## src/core/ser_consts.svh

```systemverilog
`ifndef SER_CONSTS_SVH
`define SER_CONSTS_SVH

// ----------------------------------------
// Bus geometry
// ----------------------------------------
`define SER_AW 8
`define SER_DW 16

// ----------------------------------------
// Register offsets (byte addresses)
// ----------------------------------------
`define SER_LIM_COND 8'h00
`define SER_LIM_PTR 8'h04
`define SER_LIM_NTR 8'h08
`define SER_LIM_EVT 8'h0c
`define SER_LIM_ENA 8'h10
`define SER_QUE_COND 8'h14
`define SER_QUE_PTR 8'h18
`define SER_QUE_NTR 8'h1c
`define SER_QUE_EVT 8'h20
`define SER_QUE_ENA 8'h24
`define SER_OPER_COND 8'h28
`define SER_ESR 8'h2c
`define SER_ESE 8'h30
`define SER_SRE 8'h34
`define SER_STB 8'h38
`define SER_IRQ_STAT 8'h3c
`define SER_IRQ_MASK 8'h40

// ----------------------------------------
// Field positions
// ----------------------------------------
`define SER_QUE_LIMIT_BIT 9
`define SER_STB_QUES_BIT 3
`define SER_STB_ESB_BIT 5
`define SER_STB_RQS_BIT 6
`define SER_OPER_MEAS_BIT 4
`define SER_OPER_WAIT_BIT 5
`define SER_OPER_TRIG_BIT 6
`define SER_IRQ_LIM_BIT 0
`define SER_IRQ_QUES_BIT 1
`define SER_IRQ_SRQ_BIT 2
`define SER_IRQ_W 3

// ----------------------------------------
// Reset values
// ----------------------------------------
`define SER_PTR_RST 16'hffff
`define SER_NTR_RST 16'h0000
`define SER_ZERO16 16'h0000
`define SER_ZERO8 8'h00

`endif

```

## src/core/ser_pkg.sv

```systemverilog
package ser_pkg;
	// Live acquisition state that feeds the operation condition part
	typedef struct packed {
		logic measuring;
		logic awaiting_trigger_flag;
		logic triggered;
	} ser_opcond_s;
endpackage

```

## src/core/ser_top.sv

```systemverilog
// Added by the designer: the register offsets and the plain strobed port.
`timescale 1ns/1ps
`default_nettype none
`include "ser_consts.svh"

module ser_top
	import ser_pkg::*;
#(
	parameter int LIMIT_W = 8
) (
	input wire logic i_clock,
	input wire logic i_reset,
	input wire logic [`SER_AW-1:0] i_addr,
	input wire logic [`SER_DW-1:0] i_wdata,
	input wire logic i_wr,
	input wire logic i_rd,
	output logic [`SER_DW-1:0] o_rdata,
	input wire logic [LIMIT_W-1:0] i_limit_cond,
	input wire logic [`SER_DW-1:0] i_quest_cond,
	input wire ser_opcond_s i_opcond,
	input wire logic [7:0] i_esr_events,
	output logic [7:0] o_stb,
	output logic o_srq,
	output logic o_irq
);

	// ----------------------------------------
	// Helpers
	// ----------------------------------------

	// Widen a limit-group vector onto the data bus; upper bits read zero
	function automatic logic [`SER_DW-1:0] lim_ext(input logic [LIMIT_W-1:0] v);
		logic [`SER_DW-1:0] r;
		r = `SER_ZERO16;
		r[LIMIT_W-1:0] = v;
		return r;
	endfunction

	// Widen a byte register onto the data bus
	function automatic logic [`SER_DW-1:0] byte_ext(input logic [7:0] v);
		return {`SER_ZERO8, v};
	endfunction

	// Read strobe aimed at one offset
	function automatic logic rd_hit(input logic rd, input logic [`SER_AW-1:0] a,
		input logic [`SER_AW-1:0] off);
		return rd && (a == off);
	endfunction

	// ----------------------------------------
	// Software-written registers
	// ----------------------------------------
	logic [LIMIT_W-1:0] lim_ptr_q; // Limit positive filter
	logic [LIMIT_W-1:0] lim_ntr_q; // Limit negative filter
	logic [LIMIT_W-1:0] lim_ena_q; // Limit enable mask
	logic [`SER_DW-1:0] que_ptr_q; // Questionable positive filter
	logic [`SER_DW-1:0] que_ntr_q; // Questionable negative filter
	logic [`SER_DW-1:0] que_ena_q; // Questionable enable mask
	logic [7:0] ese_q; // Event status enable
	logic [7:0] sre_q; // Service request enable
	logic [`SER_IRQ_W-1:0] irq_mask_q; // Interrupt mask

	// ----------------------------------------
	// Internal state and wires
	// ----------------------------------------
	logic [LIMIT_W-1:0] lim_event; // Limit latched events
	logic lim_summary; // Limit group summary
	logic [`SER_DW-1:0] que_cond; // Questionable condition incl. limit bit
	logic [`SER_DW-1:0] que_event; // Questionable latched events
	logic que_summary; // Questionable summary
	logic [7:0] esr_q; // Event status register
	logic esb; // Event status summary
	logic [7:0] stb_raw; // Status byte without request bit
	logic rqs; // Service request pending
	logic [`SER_DW-1:0] oper_cond; // Operation condition
	logic [`SER_IRQ_W-1:0] irq_set; // Interrupt event pulses
	logic [`SER_IRQ_W-1:0] irq_status; // Sticky interrupt bits
	logic lim_sum_prev_q; // Summary history for edge pulses
	logic que_sum_prev_q;
	logic rqs_prev_q;
	logic [`SER_DW-1:0] rdata_d; // Next read data

	// ----------------------------------------
	// Limit filter registers
	// ----------------------------------------
	// PTR defaults to all ones so rising conditions latch out of reset
	always_ff @(posedge i_clock) begin
		if (i_reset) begin
			lim_ptr_q <= LIMIT_W'(`SER_PTR_RST);
			lim_ntr_q <= LIMIT_W'(`SER_NTR_RST);
		end else if (i_wr && i_addr == `SER_LIM_PTR) begin
			lim_ptr_q <= i_wdata[LIMIT_W-1:0];
		end else if (i_wr && i_addr == `SER_LIM_NTR) begin
			lim_ntr_q <= i_wdata[LIMIT_W-1:0];
		end
	end

	// ----------------------------------------
	// Limit enable mask
	// ----------------------------------------
	// Sources not active when the mask is written stay disabled;
	// software must rewrite the mask after activating more sources
	always_ff @(posedge i_clock) begin
		if (i_reset) begin
			lim_ena_q <= '0;
		end else if (i_wr && i_addr == `SER_LIM_ENA) begin
			lim_ena_q <= i_wdata[LIMIT_W-1:0] & i_limit_cond;
		end
	end

	// ----------------------------------------
	// Questionable filter and enable registers
	// ----------------------------------------
	always_ff @(posedge i_clock) begin
		if (i_reset) begin
			que_ptr_q <= `SER_PTR_RST;
			que_ntr_q <= `SER_NTR_RST;
			que_ena_q <= `SER_ZERO16;
		end else if (i_wr) begin
			// Each write touches only the addressed register
			case (i_addr)
				`SER_QUE_PTR: begin
					que_ptr_q <= i_wdata;
				end
				`SER_QUE_NTR: begin
					que_ntr_q <= i_wdata;
				end
				`SER_QUE_ENA: begin
					que_ena_q <= i_wdata;
				end
				default: begin
				end
			endcase
		end
	end

	// ----------------------------------------
	// Status byte enables and interrupt mask
	// ----------------------------------------
	always_ff @(posedge i_clock) begin
		if (i_reset) begin
			ese_q <= `SER_ZERO8;
			sre_q <= `SER_ZERO8;
			irq_mask_q <= '0;
		end else if (i_wr) begin
			case (i_addr)
				`SER_ESE: begin
					ese_q <= i_wdata[7:0];
				end
				`SER_SRE: begin
					// The request bit itself cannot enable a request
					sre_q <= i_wdata[7:0] & ~(8'h01 << `SER_STB_RQS_BIT);
				end
				`SER_IRQ_MASK: begin
					irq_mask_q <= i_wdata[`SER_IRQ_W-1:0];
				end
				default: begin
				end
			endcase
		end
	end

	// ----------------------------------------
	// Limit group
	// ----------------------------------------
	// event read clears limit group
	ser_group #(
		.W(LIMIT_W)
	) u_limit (
		.i_clock(i_clock),
		.i_reset(i_reset),
		.i_cond(i_limit_cond),
		.i_ptr(lim_ptr_q),
		.i_ntr(lim_ntr_q),
		.i_enable(lim_ena_q),
		.i_clear(rd_hit(i_rd, i_addr, `SER_LIM_EVT)),
		.o_event(lim_event),
		.o_summary(lim_summary)
	);

	// ----------------------------------------
	// Questionable group
	// ----------------------------------------
	always_comb begin
		que_cond = i_quest_cond;
		que_cond[`SER_QUE_LIMIT_BIT] = lim_summary;
	end

	ser_group #(
		.W(`SER_DW)
	) u_quest (
		.i_clock(i_clock),
		.i_reset(i_reset),
		.i_cond(que_cond),
		.i_ptr(que_ptr_q),
		.i_ntr(que_ntr_q),
		.i_enable(que_ena_q),
		.i_clear(rd_hit(i_rd, i_addr, `SER_QUE_EVT)),
		.o_event(que_event),
		.o_summary(que_summary)
	);

	// ----------------------------------------
	// Operation condition
	// ----------------------------------------
	// live acquisition state bits
	always_comb begin
		oper_cond = `SER_ZERO16;
		oper_cond[`SER_OPER_MEAS_BIT] = i_opcond.measuring;
		oper_cond[`SER_OPER_WAIT_BIT] = i_opcond.awaiting_trigger_flag;
		oper_cond[`SER_OPER_TRIG_BIT] = i_opcond.triggered;
	end

	// ----------------------------------------
	// Event status register
	// ----------------------------------------
	// Completion and error pulses from the instrument latch here;
	// long jobs are polled through this register rather than blocking
	always_ff @(posedge i_clock) begin
		if (i_reset) begin
			esr_q <= `SER_ZERO8;
		end else begin
			esr_q <= (rd_hit(i_rd, i_addr, `SER_ESR) ? `SER_ZERO8 : esr_q) | i_esr_events;
		end
	end

	assign esb = |(esr_q & ese_q);

	// ----------------------------------------
	// Status byte and service request
	// ----------------------------------------
	always_comb begin
		stb_raw = `SER_ZERO8;
		stb_raw[`SER_STB_QUES_BIT] = que_summary;
		stb_raw[`SER_STB_ESB_BIT] = esb;
		rqs = |(stb_raw & sre_q);
	end

	// Status byte is registered so the output is glitch free
	always_ff @(posedge i_clock) begin
		if (i_reset) begin
			o_stb <= `SER_ZERO8;
			o_srq <= 1'b0;
		end else begin
			o_stb <= stb_raw | (rqs ? (8'h01 << `SER_STB_RQS_BIT) : `SER_ZERO8);
			o_srq <= rqs;
		end
	end

	// ----------------------------------------
	// Interrupt events
	// ----------------------------------------
	always_ff @(posedge i_clock) begin
		if (i_reset) begin
			lim_sum_prev_q <= 1'b0;
			que_sum_prev_q <= 1'b0;
			rqs_prev_q <= 1'b0;
		end else begin
			lim_sum_prev_q <= lim_summary;
			que_sum_prev_q <= que_summary;
			rqs_prev_q <= rqs;
		end
	end

	// Summary rises become one-cycle pulses
	always_comb begin
		irq_set = '0;
		irq_set[`SER_IRQ_LIM_BIT] = lim_summary & ~lim_sum_prev_q;
		irq_set[`SER_IRQ_QUES_BIT] = que_summary & ~que_sum_prev_q;
		irq_set[`SER_IRQ_SRQ_BIT] = rqs & ~rqs_prev_q;
	end

	ser_irq #(
		.W(`SER_IRQ_W)
	) u_irq (
		.i_clock(i_clock),
		.i_reset(i_reset),
		.i_set(irq_set),
		.i_clr_wr(i_wr && i_addr == `SER_IRQ_STAT),
		.i_clr_data(i_wdata[`SER_IRQ_W-1:0]),
		.i_mask(irq_mask_q),
		.o_status(irq_status),
		.o_irq(o_irq)
	);

	// ----------------------------------------
	// Read path
	// ----------------------------------------
	always_comb begin
		rdata_d = `SER_ZERO16;
		case (i_addr)
			// condition read live, no side effect
			`SER_LIM_COND: begin
				rdata_d = lim_ext(i_limit_cond);
			end
			`SER_LIM_PTR: begin
				rdata_d = lim_ext(lim_ptr_q);
			end
			`SER_LIM_NTR: begin
				rdata_d = lim_ext(lim_ntr_q);
			end
			`SER_LIM_EVT: begin
				rdata_d = lim_ext(lim_event);
			end
			`SER_LIM_ENA: begin
				rdata_d = lim_ext(lim_ena_q);
			end
			`SER_QUE_COND: begin
				rdata_d = que_cond;
			end
			`SER_QUE_PTR: begin
				rdata_d = que_ptr_q;
			end
			`SER_QUE_NTR: begin
				rdata_d = que_ntr_q;
			end
			`SER_QUE_EVT: begin
				rdata_d = que_event;
			end
			`SER_QUE_ENA: begin
				rdata_d = que_ena_q;
			end
			`SER_OPER_COND: begin
				rdata_d = oper_cond;
			end
			`SER_ESR: begin
				rdata_d = byte_ext(esr_q);
			end
			`SER_ESE: begin
				rdata_d = byte_ext(ese_q);
			end
			`SER_SRE: begin
				rdata_d = byte_ext(sre_q);
			end
			`SER_STB: begin
				rdata_d = byte_ext(stb_raw | (rqs ? (8'h01 << `SER_STB_RQS_BIT) : `SER_ZERO8));
			end
			`SER_IRQ_STAT: begin
				rdata_d = {{(`SER_DW-`SER_IRQ_W){1'b0}}, irq_status};
			end
			`SER_IRQ_MASK: begin
				rdata_d = {{(`SER_DW-`SER_IRQ_W){1'b0}}, irq_mask_q};
			end
			// Unmapped offsets read zero
			default: begin
				rdata_d = `SER_ZERO16;
			end
		endcase
	end

	// Data stands only in the cycle after the read strobe
	always_ff @(posedge i_clock) begin
		if (i_reset) begin
			o_rdata <= `SER_ZERO16;
		end else if (i_rd) begin
			o_rdata <= rdata_d;
		end else begin
			o_rdata <= `SER_ZERO16;
		end
	end
endmodule
`default_nettype wire

```

## src/core/ser_group.sv

```systemverilog
`timescale 1ns/1ps
`default_nettype none
`include "ser_consts.svh"

// One status group: transition filters, latched event part, enable summary
module ser_group #(
	parameter int W = 8
) (
	input wire logic i_clock,
	input wire logic i_reset,
	input wire logic [W-1:0] i_cond,
	input wire logic [W-1:0] i_ptr,
	input wire logic [W-1:0] i_ntr,
	input wire logic [W-1:0] i_enable,
	input wire logic i_clear,
	output logic [W-1:0] o_event,
	output logic o_summary
);
	logic [W-1:0] cond_prev_q; // Condition one clock ago
	logic [W-1:0] set_now; // Filtered edges this cycle

	// ----------------------------------------
	// Edge detection
	// ----------------------------------------
	// compare with registered value
	always_ff @(posedge i_clock) begin
		if (i_reset) begin
			cond_prev_q <= '0;
		end else begin
			cond_prev_q <= i_cond;
		end
	end

	always_comb begin
		set_now = i_cond & ~cond_prev_q & i_ptr;
		set_now = set_now | (~i_cond & cond_prev_q & i_ntr);
	end

	// ----------------------------------------
	// Latched event part
	// ----------------------------------------
	// read clears; set wins over clear
	always_ff @(posedge i_clock) begin
		if (i_reset) begin
			o_event <= '0;
		end else begin
			// only fresh edges set bits again
			o_event <= (i_clear ? '0 : o_event) | set_now;
		end
	end

	assign o_summary = |(o_event & i_enable);
endmodule
`default_nettype wire

```

## src/core/ser_irq.sv

```systemverilog
`timescale 1ns/1ps
`default_nettype none
`include "ser_consts.svh"

// Sticky interrupt status, cleared by writing ones, gated by a mask
module ser_irq #(
	parameter int W = 3
) (
	input wire logic i_clock,
	input wire logic i_reset,
	input wire logic [W-1:0] i_set,
	input wire logic i_clr_wr,
	input wire logic [W-1:0] i_clr_data,
	input wire logic [W-1:0] i_mask,
	output logic [W-1:0] o_status,
	output logic o_irq
);
	// A set in the clearing cycle survives, so no event is lost
	always_ff @(posedge i_clock) begin
		if (i_reset) begin
			o_status <= '0;
		end else begin
			o_status <= (o_status & ~(i_clr_wr ? i_clr_data : '0)) | i_set;
		end
	end

	// Level output while any unmasked bit stands
	assign o_irq = |(o_status & i_mask);
endmodule
`default_nettype wire

```

## config.mk

```make
export PLATFORM = sky130hd
export DESIGN_NAME = ser_top
export DESIGN_NICKNAME = d
export VERILOG_FILES = /design/src/core/ser_pkg.sv /design/src/core/ser_top.sv /design/src/core/ser_group.sv /design/src/core/ser_irq.sv
export VERILOG_INCLUDE_DIRS = /design/src /design/src/core
export SDC_FILE = /design/constraint.sdc
export NUM_CORES = 1
export LEC_CHECK = 0
export ABC_CLOCK_PERIOD_IN_PS = 2000
export BUFFER_PORTS_ARGS = -buffer_cell sky130_fd_sc_hd__buf_2
export CORE_UTILIZATION = 29
export CTS_BUF_LIST = sky130_fd_sc_hd__clkbuf_16
export DETAILED_ROUTE_END_ITERATION = 8
export PLACE_DENSITY = 0.55
export SYNTH_ARGS = -nofsm -noshare
export SYNTH_HDL_FRONTEND = slang
export SYNTH_HIERARCHICAL = 1
export SYNTH_SLANG_ARGS = --single-unit
```

## constraint.sdc

```tcl
create_clock -name i_clock -period 2 [get_ports i_clock]
set_clock_uncertainty 0.1 [all_clocks]
set_input_delay 0.4 -clock i_clock [delete_from_list [all_inputs] [get_ports i_clock]]
set_output_delay 0.4 -clock i_clock [all_outputs]
set_load 0.03 [all_outputs]
```

==> results.md, run 1 <==
* Syn. warnings at 6
* Sequential fraction of the synthesis area at 0.440
* Std cell rows at 59
* R2R Path End: o_rdata[6]$_SDFF_PP0_
* First drt pass iteration count at 5
* Max FO, Critical Path at 3
* Cells taking the most area after synthesis: dfxtp_1, nand3b_1, nand2_1
* Vias in the first global route at between 6,000 and 7,000
* CTS buffer count at 17
* DRT Wirelength at 27,500 um
* Setup Viol. Count Final at 1
* Post-synth top area cell: dfxtp_1
* Die height at around 160 um
* CTS tree: yes
* Syn-to-layout area delta at 26.1%
* Ys flop type: dfxtp_1
* Status: finished, violations left
* FF+latch count, synth at around 170
* Yosys top cell area share at 0.440
* Residual DRC at 0
* Post-synth EDFFs at 0
* Post-synthesis async set-or-reset flop share at 0
* R2r setup slk at -0.01 ns
* Largest net degree at the start of global routing at 80
* CP max stage delay at between 0.3 and 0.4 ns
* CTS root buffer: clkbuf_16
* Bufs and invs on worst path at 0
* Initial drt markers at roughly 710
* Number of nets in the layout at 1,067
* CTS Buffer Depth at 2
* Slew Limit Fails at 0
* Crit path max-delay family: compound AO/OA/AOI/OAI gates
* Worst EP arrival at about 2.2 ns
* Metal3 WL at 1600 um
* Rel. slew slack at 0.674
* Reg2reg path depth at 6
* Crit-path cells: a22o_1 > a221oi_2 > nand4_1 > a32o_2 > a221oi_2 > a31oi_2
* Layout cells sized above 1 at 0.254
* Placed instance count at 1,319
* Hold Path End: esr_q[3]$_SDFF_PP0_
* RSZ-0062 raised after global routing: true
* Worst setup EP type: register
* Via density at approximately 5.2
* Area occupied by multi-input gates at a little under 4000 um2
* Hpwl dp at roughly 20,000 um
* Fillers at 2,635
* Most common cell in the synthesized netlist: dfxtp_1
* Cell mode on critical path: a221oi_2
* H-Tree Depth at 4
* Maximum VDD drop at between 500 and 600 uV
* GRT Residual Overflow at 0
* LEAKAGE at between 3 and 4 nW
* Netlist Area Pre-Place at roughly 7700 um2
* Clock Pin Slew Worst Setup and Hold Paths at about 0.07 ns
* Drt wl/cell at ~20 um
* GP Congestion at slightly above 0.9
* Minimum clock period at between 2 and 2.5 ns
* Via count at ~7,100
* Mean post-synth cell area at between 8 and 9 um2
* Hold Slack at between 0.07 and 0.08 ns
* Aggregate global-route resource usage at 0.206
* Diode count at 0
* Chip Width at between 150 and 200 um
* Top sig layer: met4
* Worst r2r src: u_quest/o_event[4]$_SDFF_PP0_
* Hold Vio Cnt, Final at 0
* WHS Path Cells at 3
* Hold_sp: i_esr_events[3]
* Total power at roughly 7.6 mW
* Failing checks: negative setup slack
* Hold-fix buffers at CTS at 0
* Met2 Wirelength at about 13,000 um
* First-pass GRT wire length at approximately 40,000 um
* Req. time, crit path at approximately 2.2 ns
* Worst Hold Class: input port to register
* # IOs at 89
* M1 WL at between 10,000 and 15,000 um
* PD cells at between 700 and 800 nW/um2
* Worst Tran Pin Value at 0.477 ns
* CTS sink cnt at 169
* CP Launch Type: register
* Post-synth top cells: dfxtp_1, nand2_1, nand3b_1
* Crit-path slowest cell: dfxtp_1
* Final worst-path cycle share at 1.01
* Mapped Cells at between 800 and 900
* Post-Layout Cell Count at around 1,400
* Antenna Nets Post-Route at 0
* # Max-Cap Violations at 0
* Fmax at roughly 500 MHz
* Kind of critical path: register to register
* Initial antenna violation count at 0
* Worst skew pair latency at 0.43 ns
* Initial Utilization at 0.295
* Final worst slack at -0.0120 ns
* I/O Buffers at 82
* Crit path from: u_quest/o_event[4]$_SDFF_PP0_
* Die area at between 20,000 and 30,000 um2
* Sequential cell area at between 3000 and 4000 um2
* Post-synthesis cell type count at between 50 and 60
* Core Region at roughly 26,000 um2
==> cells in the final DEF, fill, tap and decap left out, types with 9 or more instances in the layout <==
cell type | Yosys | layout
a22o_1 | 17 | 17
nand3_1 | 24 | 24
buf_2 | 19 | 80
and3_1 | 9 | 9
nand3b_1 | 76 | 76
nand2b_1 | 17 | 17
clkbuf_16 | 0 | 17
a21oi_1 | 59 | 59
nand2_1 | 149 | 149
dfxtp_1 | 169 | 166
buf_4 | 17 | 97
nor2_1 | 44 | 44
a22oi_1 | 31 | 30
nor2b_1 | 28 | 28
o21ai_0 | 11 | 11
mux2i_1 | 36 | 36
a31oi_1 | 39 | 38
==> flip-flops by register name, indices dropped and copies added (netlist names), 7 cells and up <==
register / flops
o_rdata: 16
que_ena_q: 16
que_ntr_q: 16
que_ptr_q: 16
u_quest/cond_prev_q: 16
u_quest/o_event: 16
ese_q: 8
esr_q: 8
lim_ena_q: 8
lim_ntr_q: 8
lim_ptr_q: 8
u_limit/cond_prev_q: 8
u_limit/o_event: 8
sre_q: 7
==> worst min-delay path, cell delays in order <==
cell     delay [ns]
buf_2          0.07
a21oi_1        0.03
nor2_1         0.07
==> cell type report <==
cell class / count / share of cell area
clock buffers: 17 / 0.0438
well taps: 335 / 0.0432
multi-input cells: 626 / 0.410
flip-flops and latches: 169 / 0.349
clock inverters: 14 / 0.0187
repair buffers: 186 / 0.134
inverters: 4 / 0.00155
==> metrics by stage <==
| step | setup slack, ns | TNS, ns | util | instance area [um2] |
|---|---|---|---|---|
| after global routing | -0.0539 | -0.0539 | 0.372 | 9700 |
| after floorplan | 0.0708 | 0 | - | 7710 |
| after detailed placement | -0.170 | -8.94 | 0.348 | 9060 |
| after CTS | 0.0271 | 0 | 0.371 | 9670 |
| final | -0.0120 | -0.0120 | 0.372 | 9700 |
| after global placement | -0.136 | -7.36 | 0.348 | 9060 |
==> repair_timing <==
item,CTS,global route
pin swaps,2,7
setup buffers,0,1
endpoints found under the setup margin,1,4
gates resized for setup,1,9
==> routing by layer <==
layer / global-route usage / up-vias
met5: 0 / -
li1: - / 3353
met2: 0.324 / 237
met1: 0.286 / 3465
met3: 0.0352 / 28
met4: 0.0580 / 0
==> worst max path at each step <==
| stage | end | slack, ns | cells after the start |
|---|---|---|---|
| after floorplan | que_ena_q[5]$_SDFFE_PP0P_ | 0.07 | 7 |
| after global placement | o_rdata[5]$_SDFF_PP0_ | -0.14 | 7 |
| after detailed placement | sre_q[5]$_SDFFE_PP0P_ | -0.17 | 7 |
| after CTS | o_irq | 0.03 | 3 |
| after global routing | o_rdata[6]$_SDFF_PP0_ | -0.05 | 6 |
| final | o_rdata[6]$_SDFF_PP0_ | -0.01 | 6 |
==> report_power, final <==
part	total [mW]	leakage [nW]	switching (mW)	internal, mW
Combinational	0.603	2.24	0.346	0.257
Sequential	3.52	1.38	0.0745	3.44
Clock	3.46	0.295	1.39	2.07
Total	7.58	3.91	1.81	5.77
==> cells by family (layout without fill, tap and decap cells) <==
group	after synthesis	count (layout)	share of synthesized area
mux	46	46	0.0659
compound gates	186	186	0.163
other cells	1	5	0.000488
buf+inv	70	221	0.0486
simple gates	389	389	0.282
flops	169	169	0.440
No activity file was read; power rests on OpenSTA's default activity.
==> inputs of run 2 (changes only) <==
--- a/config.mk
+++ b/config.mk
@@ -6,12 +6,12 @@
 export SDC_FILE = /design/constraint.sdc
 export NUM_CORES = 1
 export LEC_CHECK = 0
-export ABC_CLOCK_PERIOD_IN_PS = 2000
+export ABC_CLOCK_PERIOD_IN_PS = 1950
 export BUFFER_PORTS_ARGS = -buffer_cell sky130_fd_sc_hd__buf_2
 export CORE_UTILIZATION = 29
 export CTS_BUF_LIST = sky130_fd_sc_hd__clkbuf_16
 export DETAILED_ROUTE_END_ITERATION = 8
-export PLACE_DENSITY = 0.55
+export PLACE_DENSITY = 0.53
 export SYNTH_ARGS = -nofsm -noshare
 export SYNTH_HDL_FRONTEND = slang
 export SYNTH_HIERARCHICAL = 1
==> constraint.sdc (replaced) <==
create_clock -name i_clock -period 1.95 [get_ports i_clock]
set_clock_uncertainty 0.1 [all_clocks]
set_input_delay 0.39 -clock i_clock [delete_from_list [all_inputs] [get_ports i_clock]]
set_output_delay 0.39 -clock i_clock [all_outputs]
set_load 0.03 [all_outputs]
==> run 2 against run 1 <==
Net effect:
- the run now ends clean
- combinational power is 5.5% higher
- wire length increased by 1.0%
- power grew 0.42%
- count of clock-buffer cells in the layout unchanged
- sequential power up 2%
- critical path depth unchanged
- sequential cell count is the same
- fmax up 3.2%
- register-to-register slack is essentially flat
- worst hold slack worse by 0.0040 ns
- setup slack improved by 0.013 ns
- first-iteration DRC count decreased by 1.8%
==> results.md, run 2 (synthesis results as in run 1) <==
* Status: finished clean (was finished, violations left)
* Drt wl/cell at 20.3 um (was 20.4 um)
* Largest net degree at the start of global routing at 111 (was 80)
* H-Tree Depth at 4 (unchanged)
* Worst EP arrival at 2.13 ns (was 2.20 ns)
* Slew Limit Fails at 0 (unchanged)
* DRT Wirelength at 27,800 um (was 27,500 um)
* Final worst-path cycle share at 0.999 (was 1.01)
* CTS tree: yes (unchanged)
* Dpl ws at -0.213 ns (was -0.170 ns)
* First drt pass iteration count at 5 (unchanged)
* Most common cell after layout, fill and taps aside: dfxtp_1 (unchanged)
* GP Congestion at 0.903 (was 0.921)
* Chip Width at 165 um (unchanged)
* Via density at 5.20 (was 5.24)
* GRT Residual Overflow at 0 (unchanged)
* Minimum clock period at 1.95 ns (was 2.01 ns)
* Worst skew pair latency at 0.43 ns (about the same)
* LEAKAGE at 3.99 nW (was 3.91 nW)
* Initial drt markers at 695 (was 708)
* # IOs at 89 (unchanged)
* Total power at 7.61 mW (was 7.58 mW)
* Hold-fix buffers at CTS at 0 (unchanged)
* Residual DRC at 0 (unchanged)
* Hpwl dp at 20,200 um (was 20,400 um)
* Hold_sp: i_esr_events[4] (was i_esr_events[3])
* # Max-Cap Violations at 0 (unchanged)
* Total negative setup slack at 0 ns (was -0.0120 ns)
* CTS buffer count at 17 (unchanged)
* Max FO, Critical Path at 2 (was 3)
* Fillers at 2,659 (was 2,635)
* Final cell utilization of the core at 0.378 (was 0.372)
* CTS root buffer: clkbuf_16 (unchanged)
* Crit path from: que_ena_q[0]$_SDFFE_PP0P_ (was u_quest/o_event[4]$_SDFF_PP0_)
* Worst setup EP type: register (unchanged)
* Number of nets in the layout at 1,083 (was 1,067)
* Initial antenna violation count at 0 (unchanged)
* Hold Vio Cnt, Final at 0 (unchanged)
* Req. time, crit path at 2.13 ns (was 2.18 ns)
* I/O Buffers at 82 (unchanged)
* Rel. slew slack at 0.639 (was 0.674)
* Kind of critical path: register to register (unchanged)
* Die area at 27,200 um2 (unchanged)
* Via count at 7,115 (was 7,083)
* Most frequent cells in the layout: dfxtp_1, nand2_1, buf_4 (unchanged)
* Layout cells sized above 1 at 0.264 (was 0.254)
* Vias in the first global route at 6,734 (was 6,591)
* RSZ-0062 raised after global routing: true (unchanged)
* Core Region at 26,100 um2 (unchanged)
* Diode count at 0 (unchanged)
* Maximum VDD drop at 516 uV (was 551 uV)
* Worst Hold Class: input port to register (unchanged)
* CTS Buffer Depth at 2 (unchanged)
* Aggregate global-route resource usage at 0.209 (was 0.206)
* Final worst slack at 0.00100 ns (was -0.0120 ns)
* Std cell rows at 59 (unchanged)
* CTS sink cnt at 169 (unchanged)
* Clock Pin Slew Worst Setup and Hold Paths at 0.07 ns (about the same)
* First-pass GRT wire length at 41,800 um (was 40,800 um)
* Fmax at 513 MHz (was 497 MHz)
* Worst r2r src: que_ena_q[0]$_SDFFE_PP0P_ (was u_quest/o_event[4]$_SDFF_PP0_)
* CP Launch Type: register (unchanged)
* Die height at 165 um (unchanged)
* Setup Viol. Count Final at 0 (was 1)
* Antenna Nets Post-Route at 0 (unchanged)
* PD cells at 773 nW/um2 (was 781 nW/um2)
* Worst Tran Pin Value at 0.541 ns (was 0.477 ns)
* Syn-to-layout area delta at 28.1% (was 26.1%)
* Initial Utilization at 0.295 (unchanged)
run 2: per-layer routing:
metal  part of all wire  track usage  routed length [um]
met1               0.48        0.296               13300
met2               0.45        0.324               12500
met3              0.055       0.0349                1520
met4              0.019       0.0596                 539
met5                  0            0                   0
run 2: area by class of cell:
| cell class | instances | area, um2 | share of cell area |
|---|---|---|---|
| well taps | 335 | 419 | 0.0425 |
| flip-flops and latches | 169 | 3390 | 0.344 |
| clock buffers | 17 | 425 | 0.0432 |
| multi-input cells | 626 | 3980 | 0.403 |
| repair buffers | 202 | 1480 | 0.150 |
| clock inverters | 14 | 146 | 0.0149 |
| inverters | 4 | 15.0 | 0.00152 |
run 2: power by group:
part	internal, mW	leakage [nW]	switching (mW)	total (mW)
sequential	3.53	1.38	0.0705	3.60
clock	1.89	0.275	1.48	3.38
combinational	0.276	2.34	0.360	0.636
total	5.70	3.99	1.92	7.61
run 2: final timing paths:
path / end / slack, ns / depth (start not counted)
worst min register to register: que_ntr_q[15]$_SDFFE_PP0P_ / 0.37 / 2
worst min-delay path: esr_q[4]$_SDFF_PP0_ / 0.08 / 3
worst max-delay path: o_rdata[6]$_SDFF_PP0_ / 0.001 / 6
worst max register to register: o_rdata[6]$_SDFF_PP0_ / 0.001 / 6
run 2: what timing repair did:
item	in CTS	in global routing
resized for setup	2	7
setup endpoints to repair	2	3
hold endpoints to repair	0	0
buffers inserted	0	1
pin swaps	3	2
run 2: critical path, cell delays in order (launching register included):
cell and delay (ns):
dfxtp_2 0.32, a22o_1 0.23, a221oi_2 0.25, nand4_1 0.20, a32o_1 0.30, a221oi_2 0.26
a31oi_1 0.15
run 2: metrics by stage:
stage	cell area, um2	hold slack [ns]	std cells
6_report	9850	0.0756	1367
5_1_grt	9850	0.0662	1367
4_1_cts	9830	0.0640	1366
3_5_place_dp	9250	0.364	1335
3_3_place_gp	9250	0.357	1335
2_1_floorplan	7710	0.343	865
